--- src/shared/ivs_defs.svh ---
// Constants of the interrupt vector and syndrome block.
// Assumes nothing of its surroundings; include by bare name.
`ifndef IVS_DEFS_SVH
`define IVS_DEFS_SVH

// Special-register numbers decoded by the block.
`define IVS_SPR_NUM_W 10
`define IVS_SPR_OFF_BASE 10'h100
`define IVS_SPR_OFF_LAST 10'h10F
`define IVS_SPR_PREFIX 10'h110
`define IVS_SPR_SYNDROME 10'h111

// Field positions in the 32-bit word, bit 31 being the leftmost bit 0.
`define IVS_OFF_MSB 15
`define IVS_OFF_LSB 4
`define IVS_OFF_W 12
`define IVS_PFX_MSB 31
`define IVS_PFX_LSB 16
`define IVS_PFX_W 16
`define IVS_ALIGN_ZERO 4'h0

// Syndrome bit positions.
`define IVS_SYN_FETCH_MC 31
`define IVS_SYN_ILLEGAL 27
`define IVS_SYN_PRIV 26
`define IVS_SYN_TRAP 25
`define IVS_SYN_FLOAT 24

// Reset values.
`define IVS_RST_OFF 12'h000
`define IVS_RST_PFX 16'h0000
`define IVS_RST_SYN 5'h00
`define IVS_WORD_ZERO 32'h00000000

// Interrupt types that record a syndrome: machine check, data storage,
// instruction storage, alignment, program and data TLB error.
`define IVS_SYN_TYPES 16'h206E

`endif

--- src/shared/ivs_pkg.sv ---
// Types shared by the interrupt vector and syndrome block.
// Assumes ivs_defs.svh is on the include path.
`include "ivs_defs.svh"

package ivs_pkg;

	typedef enum logic [3:0] {
		IVS_CRITICAL_INPUT = 4'h0,
		IVS_MACHINE_CHECK = 4'h1,
		IVS_DATA_STORAGE = 4'h2,
		IVS_INSTR_STORAGE = 4'h3,
		IVS_EXTERNAL_INPUT = 4'h4,
		IVS_ALIGNMENT = 4'h5,
		IVS_PROGRAM = 4'h6,
		IVS_FLOAT_UNAVAIL = 4'h7,
		IVS_SYSTEM_CALL = 4'h8,
		IVS_AUX_UNAVAIL = 4'h9,
		IVS_DECREMENTER = 4'hA,
		IVS_FIXED_INTERVAL = 4'hB,
		IVS_WATCHDOG = 4'hC,
		IVS_DATA_TLB_ERROR = 4'hD,
		IVS_INSTR_TLB_ERROR = 4'hE,
		IVS_DEBUG = 4'hF
	} ivs_int_type_t;

	// Stored syndrome fields, leftmost first.
	typedef struct packed {
		logic fetch_machine_check_flag;
		logic illegal_instr_flag;
		logic privileged_instr_flag;
		logic trap_flag;
		logic float_op_flag;
	} ivs_cause_t;

	// One interrupt being taken by the sequencer.
	typedef struct packed {
		logic valid;
		ivs_int_type_t int_type;
		ivs_cause_t cause;
	} ivs_take_t;

	// One move-to or move-from special register request.
	typedef struct packed {
		logic wr;
		logic rd;
		logic [`IVS_SPR_NUM_W-1:0] num;
		logic [31:0] wdata;
	} ivs_spr_req_t;

endpackage

--- src/hw/ivs_syn_upd.sv ---
// Syndrome next-value logic of the interrupt vector and syndrome block.
// Assumes one interrupt is offered per cycle by the sequencer.
`timescale 1ns/10ps
`include "ivs_defs.svh"

module ivs_syn_upd
(
	input wire ivs_pkg::ivs_take_t take,
	input wire logic [15:0] syn_types,
	input wire ivs_pkg::ivs_cause_t current,
	output ivs_pkg::ivs_cause_t next,
	output logic hit
);

	// A recording type replaces the whole syndrome; the others leave it.
	assign hit = take.valid & syn_types[take.int_type];
	assign next = hit ? take.cause : current;

endmodule // ivs_syn_upd

--- src/hw/ivs_top.sv ---
// Interrupt vector offsets, vector prefix and exception syndrome.
// Assumes the core sequencer and the special-register path share clk.
`timescale 1ns/10ps
`include "ivs_defs.svh"

module ivs_top
#(
	parameter int NUM_TYPES = 16,
	parameter logic [15:0] SYN_TYPES = `IVS_SYN_TYPES
)
(
	input wire logic clk,
	input wire logic rstn,
	input wire ivs_pkg::ivs_take_t take,
	input wire ivs_pkg::ivs_spr_req_t spr_req,
	output logic [31:0] spr_rdata,
	output logic spr_rvalid,
	output logic spr_miss,
	output logic [31:0] vector_addr,
	output logic vector_valid,
	output ivs_pkg::ivs_int_type_t vector_type,
	output logic syndrome_updated
);

////////////////////////////////////////////////////////////////////////////////

	// The type field is four bits wide, so the table cannot grow or shrink.
	if (NUM_TYPES != 16)
	begin : g_bad_types
		$error("ivs_top serves exactly sixteen interrupt types");
	end

	function automatic logic [31:0] place_offset(input logic [`IVS_OFF_W-1:0] off);
		place_offset = `IVS_WORD_ZERO;
		place_offset[`IVS_OFF_MSB:`IVS_OFF_LSB] = off;
	endfunction

	function automatic logic [31:0] place_syndrome(input ivs_pkg::ivs_cause_t c);
		place_syndrome = `IVS_WORD_ZERO;
		place_syndrome[`IVS_SYN_FETCH_MC] = c.fetch_machine_check_flag;
		place_syndrome[`IVS_SYN_ILLEGAL] = c.illegal_instr_flag;
		place_syndrome[`IVS_SYN_PRIV] = c.privileged_instr_flag;
		place_syndrome[`IVS_SYN_TRAP] = c.trap_flag;
		place_syndrome[`IVS_SYN_FLOAT] = c.float_op_flag;
	endfunction

	function automatic ivs_pkg::ivs_cause_t pick_syndrome(input logic [31:0] w);
		pick_syndrome.fetch_machine_check_flag = w[`IVS_SYN_FETCH_MC];
		pick_syndrome.illegal_instr_flag = w[`IVS_SYN_ILLEGAL];
		pick_syndrome.privileged_instr_flag = w[`IVS_SYN_PRIV];
		pick_syndrome.trap_flag = w[`IVS_SYN_TRAP];
		pick_syndrome.float_op_flag = w[`IVS_SYN_FLOAT];
	endfunction

////////////////////////////////////////////////////////////////////////////////

	// Only the defined fields are stored; reserved bits have no flops.
	logic [`IVS_OFF_W-1:0] vector_offset_reg [NUM_TYPES];
	logic [`IVS_OFF_W-1:0] vector_offset_next [NUM_TYPES];
	logic [`IVS_PFX_W-1:0] vector_prefix_reg;
	logic [`IVS_PFX_W-1:0] vector_prefix_next;
	ivs_pkg::ivs_cause_t exception_syndrome_reg;
	ivs_pkg::ivs_cause_t exception_syndrome_next;
	ivs_pkg::ivs_cause_t syn_from_take;
	logic syn_hit;
	logic [31:0] vec_addr_now;
	logic [31:0] vector_addr_reg;
	logic vector_valid_reg;
	ivs_pkg::ivs_int_type_t vector_type_reg;
	logic syndrome_updated_reg;
	logic [31:0] spr_rdata_reg;
	logic [31:0] spr_rdata_next;
	logic spr_rvalid_reg;
	logic spr_miss_reg;

////////////////////////////////////////////////////////////////////////////////

	// Special-register number decode.
	wire hit_offset = (spr_req.num >= `IVS_SPR_OFF_BASE) && (spr_req.num <= `IVS_SPR_OFF_LAST);
	wire hit_prefix = (spr_req.num == `IVS_SPR_PREFIX);
	wire hit_syndrome = (spr_req.num == `IVS_SPR_SYNDROME);
	wire hit_any = hit_offset | hit_prefix | hit_syndrome;
	wire [3:0] off_index = spr_req.num[3:0];
	wire wr_offset = spr_req.wr & hit_offset;
	wire wr_prefix = spr_req.wr & hit_prefix;
	wire wr_syndrome = spr_req.wr & hit_syndrome;
	wire access = spr_req.wr | spr_req.rd;

	// Reserved bits of the write data are dropped here.
	wire [`IVS_OFF_W-1:0] wr_off_field = spr_req.wdata[`IVS_OFF_MSB:`IVS_OFF_LSB];
	wire [`IVS_PFX_W-1:0] wr_pfx_field = spr_req.wdata[`IVS_PFX_MSB:`IVS_PFX_LSB];
	wire ivs_pkg::ivs_cause_t wr_syn_field = pick_syndrome(spr_req.wdata);

////////////////////////////////////////////////////////////////////////////////

	// Offset table: the interrupt type indexes it directly.
	for (genvar i = 0; i < NUM_TYPES; i++)
	begin : g_offset
		assign vector_offset_next[i] = (wr_offset && (off_index == 4'(i))) ?
			wr_off_field : vector_offset_reg[i];

		always_ff @(posedge clk)
		begin
			if (!rstn)
				vector_offset_reg[i] <= `IVS_RST_OFF;
			else
				vector_offset_reg[i] <= vector_offset_next[i];
		end
	end

	assign vector_prefix_next = wr_prefix ? wr_pfx_field : vector_prefix_reg;

	always_ff @(posedge clk)
	begin
		if (!rstn)
			vector_prefix_reg <= `IVS_RST_PFX;
		else
			vector_prefix_reg <= vector_prefix_next;
	end

////////////////////////////////////////////////////////////////////////////////

	// A write to the offset or prefix in the cycle of an interrupt does not
	// steer that interrupt: it uses the values that stood before the write.
	wire [`IVS_OFF_W-1:0] sel_offset = vector_offset_reg[take.int_type];

	ivs_vec_form u_vec_form
	(
		.prefix(vector_prefix_reg),
		.offset(sel_offset),
		.vector_addr(vec_addr_now)
	);

	always_ff @(posedge clk)
	begin
		if (!rstn)
		begin
			vector_addr_reg <= `IVS_WORD_ZERO;
			vector_valid_reg <= 1'b0;
			vector_type_reg <= ivs_pkg::IVS_CRITICAL_INPUT;
		end
		else
		begin
			vector_valid_reg <= take.valid;
			if (take.valid)
			begin
				vector_addr_reg <= vec_addr_now;
				vector_type_reg <= take.int_type;
			end
		end
	end

	assign vector_addr = vector_addr_reg;
	assign vector_valid = vector_valid_reg;
	assign vector_type = vector_type_reg;

////////////////////////////////////////////////////////////////////////////////

	// The hardware update of the syndrome wins over a software write in the
	// same cycle, so the cause of the interrupt is never lost.
	ivs_syn_upd u_syn_upd
	(
		.take(take),
		.syn_types(SYN_TYPES),
		.current(exception_syndrome_reg),
		.next(syn_from_take),
		.hit(syn_hit)
	);

	assign exception_syndrome_next = syn_hit ? syn_from_take :
		(wr_syndrome ? wr_syn_field : exception_syndrome_reg);

	always_ff @(posedge clk)
	begin
		if (!rstn)
		begin
			exception_syndrome_reg <= `IVS_RST_SYN;
			syndrome_updated_reg <= 1'b0;
		end
		else
		begin
			exception_syndrome_reg <= exception_syndrome_next;
			syndrome_updated_reg <= syn_hit;
		end
	end

	assign syndrome_updated = syndrome_updated_reg;

////////////////////////////////////////////////////////////////////////////////

	// Read data is the value before any write of the same cycle.
	wire [31:0] rd_offset_word = place_offset(vector_offset_reg[off_index]);
	wire [31:0] rd_prefix_word = {vector_prefix_reg, 16'h0000};
	wire [31:0] rd_syndrome_word = place_syndrome(exception_syndrome_reg);

	assign spr_rdata_next = !spr_req.rd ? spr_rdata_reg :
		hit_offset ? rd_offset_word :
		hit_prefix ? rd_prefix_word :
		hit_syndrome ? rd_syndrome_word :
		`IVS_WORD_ZERO;

	always_ff @(posedge clk)
	begin
		if (!rstn)
		begin
			spr_rdata_reg <= `IVS_WORD_ZERO;
			spr_rvalid_reg <= 1'b0;
			spr_miss_reg <= 1'b0;
		end
		else
		begin
			spr_rdata_reg <= spr_rdata_next;
			spr_rvalid_reg <= spr_req.rd;
			spr_miss_reg <= access & ~hit_any;
		end
	end

	assign spr_rdata = spr_rdata_reg;
	assign spr_rvalid = spr_rvalid_reg;
	assign spr_miss = spr_miss_reg;

endmodule // ivs_top

--- src/hw/ivs_vec_form.sv ---
// Vector address former of the interrupt vector and syndrome block.
// Assumes the caller has already selected the offset for the type taken.
`timescale 1ns/10ps
`include "ivs_defs.svh"

module ivs_vec_form
(
	input wire logic [`IVS_PFX_W-1:0] prefix,
	input wire logic [`IVS_OFF_W-1:0] offset,
	output logic [31:0] vector_addr
);

	// Four low zero bits keep every vector on a 16-byte boundary.
	assign vector_addr = {prefix, offset, `IVS_ALIGN_ZERO};

endmodule // ivs_vec_form

--- config.mk ---
export PLATFORM = sky130hd
export DESIGN_NAME = ivs_top
export DESIGN_NICKNAME = d
export VERILOG_FILES = /design/src/shared/ivs_pkg.sv /design/src/hw/ivs_syn_upd.sv /design/src/hw/ivs_top.sv /design/src/hw/ivs_vec_form.sv
export VERILOG_INCLUDE_DIRS = /design/src /design/src/shared
export SDC_FILE = /design/constraint.sdc
export NUM_CORES = 1
export LEC_CHECK = 0
export ABC_CLOCK_PERIOD_IN_PS = 3600
export BUFFER_PORTS_ARGS = -buffer_cell sky130_fd_sc_hd__buf_2
export CAP_MARGIN = 20
export CORE_MARGIN = 1
export CORE_UTILIZATION = 55
export DETAILED_ROUTE_END_ITERATION = 6
export PLACE_DENSITY = 0.8
export SLEW_MARGIN = 10
export SYNTH_ARGS = -nofsm -noshare
export SYNTH_HDL_FRONTEND = slang
export SYNTH_SLANG_ARGS = --single-unit
--- constraint.sdc ---
create_clock -name clk -period 3.6 [get_ports clk]
set_input_delay 0.18 -clock clk [delete_from_list [all_inputs] [get_ports clk]]
set_output_delay 0.18 -clock clk [all_outputs]
set_load 0.02 [all_outputs]
==> results of run 1 <==
==> cells in the final DEF, fill, tap and decap left out, types with 17 or more instances in the layout <==
master         netlist  routed
mux2i_1            183     183
nand3_1             48      48
a21boi_0            21      21
buf_4                9      28
nor2b_1             57      56
nand2_1             77      77
buf_2               26     113
mux4_2              17      17
and2_1             195     195
edfxtp_1           192     192
o21ai_0             35      19
dfxtp_1             85      85
clkbuf_16            0      31
a21oi_1             29      29
o21ai_1              7      23
a22oi_1             67      67
dlygate4sd3_1        0      27
==> logic make-up (layout without fill, tap and decap cells) <==
kind of cell | count (synthesis) | count (layout) | share of synthesized area [%]
buffers and inverters | 110 | 232 | 3.48
other | 1 | 8 | 0.0272
AND/OR/NAND/NOR | 421 | 421 | 17.7
flip-flops | 277 | 277 | 54.2
adder cells (fa/ha/maj) | 2 | 2 | 0.182
AO/OA/AOI/OAI | 175 | 175 | 8.30
multiplexers | 200 | 200 | 16.1
==> path summary, 6_finish.rpt <==
kind                                                          endpoint  slack (ns)                                  start  depth (start not counted)
worst max register to register               spr_rdata[7]$_SDFFE_PN0P_        2.19  vector_offset_reg[1][3]$_SDFFCE_PN0P_                          3
worst min-delay path                       vector_type[3]$_SDFFE_PN0P_        0.03                                take[8]                          3
worst max-delay path            exception_syndrome_reg[2]$_SDFFE_PN0P_        1.07                            spr_req[36]                          7
worst min register to register               spr_rdata[8]$_SDFFE_PN0P_        0.45              spr_rdata[8]$_SDFFE_PN0P_                          2
==> power by group through the flow <==
stage	Combinational [mW]	Clock, mW	Sequential [mW]
2_1_floorplan	0.404	0	3.67
3_3_place_gp	0.629	0	3.67
3_5_place_dp	0.643	0	3.68
4_1_cts	0.670	2.95	3.61
5_1_grt	0.727	3.08	3.63
6_report	0.693	2.94	3.62
==> synth_stat cells, drive strengths merged <==
master | number | area [um^2]
o21ai | 42 | 210
a21boi | 21 | 158
mux2i | 183 | 1830
nor4b | 1 | 8.76
buf | 38 | 209
ha | 2 | 25.0
and2 | 195 | 1220
or2 | 2 | 12.5
edfxtp | 192 | 5770
a22oi | 67 | 503
nand4 | 3 | 18.8
nor4 | 2 | 27.5
or4b | 1 | 13.8
o31ai | 5 | 37.5
nand3 | 48 | 240
mux4 | 17 | 383
nor4bb | 1 | 10.0
a41oi | 5 | 43.8
inv | 4 | 15.0
nand2 | 77 | 289
nor2 | 6 | 22.5
conb | 1 | 3.75
o211ai | 5 | 37.5
nand2b | 3 | 18.8
o31a | 1 | 8.76
a21oi | 29 | 145
nor2b | 57 | 357
and3 | 10 | 62.6
nor3 | 1 | 5.00
nor3b | 7 | 77.6
clkbuf | 68 | 255
and3b | 4 | 35.0
and4 | 3 | 26.3
dfxtp | 85 | 1700
==> cell type report <==
type	count	area [um^2]
fill	1843	8650
sequential	277	7470
multi-input combinational	806	5870
timing repair buffer	172	1120
clock buffer	47	866
tap	324	405
clock inverter	9	73.8
inverter	4	15.0
==> routing by layer <==
layer  vias up  share of wire [%]  track usage [%]  wire (um)
li1       4480                  -                -          -
met1      4986                 37             36.7      14200
met4         2                5.9             16.4       2260
met5         -              0.029                0         11
met3       159                8.8             4.68       3370
met2       641                 48             49.5      18500
==> worst max-delay path: cells and delay by family <==
kind,cells,cell delay [ns]
mux,1,0.29
simple gates,2,1.13
buf+inv,3,1.26
compound gates,1,0.10
==> per-stage QoR <==
stage,cell area [um^2],utilization [%],setup slack [ns],std cells
after detailed placement,14600,59.5,0.860,1553
after global placement,14600,59.5,0.962,1553
after CTS,15800,64.4,1.20,1636
after global routing,15800,64.7,0.984,1639
after floorplan,13800,-,1.06,1193
final,15800,64.7,1.07,1639
==> impl_metrics.json, run 1 <==
{
  "holdWs_ns": 0.0300,
  "grt_use_total_pct": 29.6,
  "p_clk_share_pct": 40.5,
  "hold_viol": 0,
  "die_w_um": 160,
  "cts_resized": 0,
  "max-cap-violations": 0,
  "ys_types": 39,
  "worstSkewPairLatency_ns": 0.56,
  "drt_iter0_drc": 1394,
  "clk_path_buf_depth": 3,
  "worst_setup_path_end_kind": "flip-flop",
  "vias": 10300,
  "syn_inst": 1186,
  "core-area_um2": 24500,
  "crit_path_start_kind": "primary input",
  "period_minus_slack_ns": 2.53,
  "crit_chain": "dlygate4sd3_1 > buf_2 > nor4bb_1 > nand4_1 > mux2i_1 > a21oi_1 > dlygate4sd3_1",
  "yosysSeqAreaShare_pct": 54.2,
  "dr.pass1.iters": 6,
  "die_h_um": 160,
  "p_sw_share_pct": 24.0,
  "grt_overflow": 0,
  "setup_viol": 0,
  "p_total_mw": 7.25,
  "synth.avg_cell_area_um2": 11.6,
  "initial_core_util_pct": 56.3,
  "tritoncts": "yes",
  "postCtsSetupBuffers": 0,
  "largest_reg_flops": 192,
  "drcViolationCount": 0,
  "numCtsBuffers": 30,
  "max-slew-margin-rel_pct": 29.5,
  "routed_wl_um": 38400,
  "numClockSinks": 277,
  "synth_area_um2": 13800,
  "worst_path_largest_cell_delay_ns": 0.67,
  "finalCritPeriodShare_pct": 70.3,
  "n_antenna_cell": 0,
  "internal_power_mw": 5.51,
  "synth_seq_cells": 277,
  "crit_fanout": 5,
  "rsz0062_at_grt": "no",
  "maxSlewViolCount": 0,
  "nNetsFinal": 1349,
  "io_pins": 128,
  "fp-row-count": 57,
  "path_class": "primary input to flip-flop",
  "cp.required_ns": 4.03,
  "ir_worst_vdd_uv": 399,
  "drive_gt1_share_pct": 16.3,
  "grt_max_degree": 80,
  "gp_congestion": 0.959,
  "ant_nets": 0,
  "outcome": "finished, final reports clean",
  "cts.hold.buffers_added": 27,
  "viasPerCell": 6.26,
  "fin_skew_ns": 0.0121,
  "yosysWarnings": 0,
  "cp.arrival_ns": 2.96,
  "power.share.sequential_pct": 49.9,
  "tightest_slew_ns": 1.05,
  "crit_slowest_cell": "nor4bb_1",
  "clk_pin_slew_worst_paths_ns": 0.06,
  "p_per_area_nw_per_um2": 459,
  "hp-class": "primary input to flip-flop",
  "first_global_vias": 10100,
  "io_buffers": 115,
  "crit_top_cell": "dlygate4sd3_1",
  "wire_per_inst_um": 23.4,
  "timing.fmax_mhz": 395,
  "grt_pass1_wl_um": 57300,
  "cts_root_buf": "clkbuf_16",
  "place_hpwl_um": 25000,
  "setup_tns_ns": 0,
  "p_leak_nw": 6.30,
  "cts.htree.levels": 1,
  "pwr-share-comb_pct": 9.6,
  "power.switching_mw": 1.74,
  "area_growth_pct": 14.8,
  "antenna_found_initial": 1,
  "dieArea_um2": 25700
}
Note: power is estimated with default switching activity, not from simulation.
==> run 2, diff against run 1 <==
Settings changed: ABC_AREA set to 1, ABC_CLOCK_PERIOD_IN_PS 3600 to 2200, PLACE_DENSITY 0.8 to 0.82.
Clock period 3.6 ns to 2.2 ns, I/O delays scaled along.
==> run 2 against run 1 <==
Compared with the run above: the flow now finishes with violations (DRC); routed wire length rose by 20%; combinational power rose by 120%; via count rose by 36%; synthesized cell count rose by 65%; largest power group unchanged; highest routed layer is now met4.
==> impl_metrics.json, run 2 <==
{
  "outcome": "finished, violations left",
  "violations": "DRC",
  "ys_types": 31,
  "dr.pass1.iters": 7,
  "maxSlewViolCount": 0,
  "setup_viol": 0,
  "synth_most_common_cell": "nand2_1",
  "nNetsFinal": 2114,
  "synth_flop_cell": "edfxtp_1",
  "viasPerCell": 5.77,
  "met2_usage_pct": 52.8,
  "hold_viol": 0,
  "period_minus_slack_ns": 1.99,
  "grt_pass1_wl_um": 68900,
  "numClockSinks": 277,
  "endpoint": "exception_syndrome_reg[2]$_SDFFE_PN0P_",
  "final_common_cell": "nand2_1",
  "whs_path_depth": 4,
  "pwr-share-comb_pct": 12.5,
  "grt_overflow": 0,
  "synth_top_cells_by_count": "615 x nand2_1, 336 x nor2_1, 192 x edfxtp_1",
  "path_class": "primary input to flip-flop",
  "holdWs_ns": 0.0601,
  "clk_pin_slew_worst_paths_ns": 0.06,
  "yosysTopAreaCell": "edfxtp_1",
  "largest_reg_flops": 192,
  "postCtsSetupBuffers": 0,
  "synth_edf_count": 192,
  "crit_chain": "dlygate4sd3_1 > buf_4 > buf_12 > ha_1 > nand2_1 > a21oi_2 > nand2_1 > nand2_2 > nand2_1 > a21oi_1",
  "final_cell_mix": "615 x nand2_1, 336 x nor2_1, 192 x edfxtp_1",
  "crit_slowest_cell": "dlygate4sd3_1",
  "synth_area_um2": 14700,
  "worstSkewPairLatency_ns": 0.56,
  "drcViolationCount": 37,
  "internal_power_mw": 9.03,
  "r2r_slack_ns": 0.77,
  "crit_top_cell": "nand2_1",
  "clk_path_buf_depth": 3,
  "p_sw_share_pct": 26.9,
  "startpoint": "take[5]",
  "numCtsBuffers": 30,
  "synth_seq_cells": 277,
  "r2r-start": "vector_offset_reg[7][7]$_SDFFCE_PN0P_",
  "die_h_um": 165,
  "cp.arrival_ns": 2.46,
  "power.share.sequential_pct": 47.8,
  "yosysWarnings": 0,
  "busiest_layer": "met2",
  "io_buffers": 115,
  "tightest_slew_ns": 0.919,
  "tritoncts": "yes",
  "first_global_vias": 12700,
  "cts.htree.levels": 1,
  "worstRegToRegCells": 8,
  "cp.required_ns": 2.67,
  "synth.avg_cell_area_um2": 7.50,
  "p_clk_share_pct": 39.7,
  "final_util_pct": 63.9,
  "worst_setup_path_end_kind": "flip-flop",
  "p_per_area_nw_per_um2": 740,
  "gp_congestion": 0.949,
  "finalCritPeriodShare_pct": 90.5,
  "ir_worst_vdd_uv": 595,
  "rsz0062_at_grt": "no",
  "timing.fmax_mhz": 502,
  "holdCritStartpoint": "spr_req[42]",
  "drive_gt1_share_pct": 12.5,
  "place_hpwl_um": 29500,
  "grt_use_met1_pct": 43.9,
  "yosysTopAreaCellShare_pct": 39.3,
  "fillCellCount": 2172,
  "vias": 13900,
  "p_leak_nw": 7.73,
  "area_growth_pct": 13.9,
  "worst_path_largest_cell_delay_ns": 0.55,
  "n_antenna_cell": 0,
  "worstReg2RegEnd": "vector_addr[11]$_SDFFE_PN0P_",
  "dieArea_um2": 27300,
  "ant_nets": 0,
  "grt_max_degree": 101,
  "grt_use_total_pct": 33.5,
  "routed_wl_um": 46100,
  "io_pins": 128,
  "core-area_um2": 26100,
  "yosysSeqAreaShare_pct": 50.9,
  "crit_fanout": 100,
  "wire_per_inst_um": 19.1,
  "power.switching_mw": 3.32,
  "initial_core_util_pct": 56.1,
  "hp-class": "primary input to flip-flop",
  "cts_root_buf": "clkbuf_16",
  "synthTopCellsByArea": "edfxtp_1 39%, nand2_1 16%, dfxtp_1 12%, nor2_1 8.6%, nand3_1 5.1%",
  "drt_iter0_drc": 2414,
  "die_w_um": 165,
  "antenna_found_initial": 0,
  "fp-row-count": 59,
  "max-cap-violations": 0,
  "met3_usage_pct": 6.04,
  "syn_inst": 1954,
  "crit_path_start_kind": "primary input",
  "max-slew-margin-rel_pct": 38.7,
  "async_reset_ff_share_pct": 0,
  "fin_skew_ns": 0.0121,
  "setup_tns_ns": 0
}
[run 2: cell types whose count changed in the layout (fill, tap and decap cells not counted), sizes merged, moves of 17 or more]
cell / before / now
a21boi: 21 / 0
a21oi: 29 / 94
a22oi: 67 / 0
and2: 195 / 0
buf: 145 / 173
inv: 4 / 194
mux2i: 183 / 0
mux4: 17 / 0
nand2: 77 / 620
nand3: 48 / 164
nor2: 6 / 345
nor2b: 57 / 0
o21ai: 42 / 109
[run 2: layout make-up]
class	instances	area [um^2]	area share [%]
clock buffers	35	791	4.74
well taps	335	419	2.51
flip-flops and latches	277	7470	44.7
multi-input cells	1353	5790	34.7
repair buffers	199	1340	8.00
clock inverters	21	161	0.967
inverters	195	733	4.39
[run 2: worst min-delay path by stage]
stage                                         to  slack [ns]
2_1_floorplan  vector_prefix_reg[0]$_SDFFE_PN0P_        0.30
3_3_place_gp   vector_prefix_reg[2]$_SDFFE_PN0P_        0.39
3_5_place_dp   vector_prefix_reg[4]$_SDFFE_PN0P_        0.40
4_1_cts                    spr_rvalid$_SDFF_PN0_        0.04
5_1_grt                    spr_rvalid$_SDFF_PN0_        0.06
6_report                   spr_rvalid$_SDFF_PN0_        0.06
[run 2: critical path: cells and delay by family]
kind	cells	cell delay [ns]
AND/OR/NAND/NOR	4	0.65
adder cells (fa/ha/maj)	1	0.22
buffers and inverters	3	1.06
AO/OA/AOI/OAI	2	0.41
[run 2: cells by family after synthesis]
| group | synth area share [%] |
|---|---|
| flops | 50.9 |
| buf+inv | 9.76 |
| simple gates | 32.1 |
| other cells | 0.0256 |
| fa+ha+maj | 0.171 |
| compound gates | 7.04 |
[run 2: timing repair]
item,in CTS,in global routing
gates resized for setup,0,0
hold buffers,26,0
hold endpoints to repair,25,0
[run 2: metal layers]
| layer | wire length [um] | share of wire, % | up-vias |
|---|---|---|---|
| met5 | 0 | 0 | - |
| met4 | 2370 | 5.1 | 0 |
| met3 | 5800 | 13 | 145 |
| met2 | 20700 | 45 | 966 |
| met1 | 17300 | 37 | 6470 |
| li1 | - | - | 6358 |
[run 2: power by group through the flow]
stage	Sequential (mW)	Clock, mW	Combinational [mW]
floorplan	6.04	0	0.896
global placement	6.00	0	1.43
detailed placement	6.01	0	1.45
CTS	5.90	4.91	1.50
global route	5.92	5.11	1.66
finish	5.90	4.90	1.54
[run 2: per-stage QoR]
stage / total power [mW] / std cells / area [um^2] / setup slack [ns]
3_3_place_gp: 7.42 / 2333 / 15500 / 0.235
2_1_floorplan: 6.93 / 1961 / 14700 / 0.0691
3_5_place_dp: 7.46 / 2333 / 15500 / 0.181
6_report: 12.4 / 2415 / 16700 / 0.209
5_1_grt: 12.7 / 2415 / 16700 / 0.120
4_1_cts: 12.3 / 2415 / 16700 / 0.277
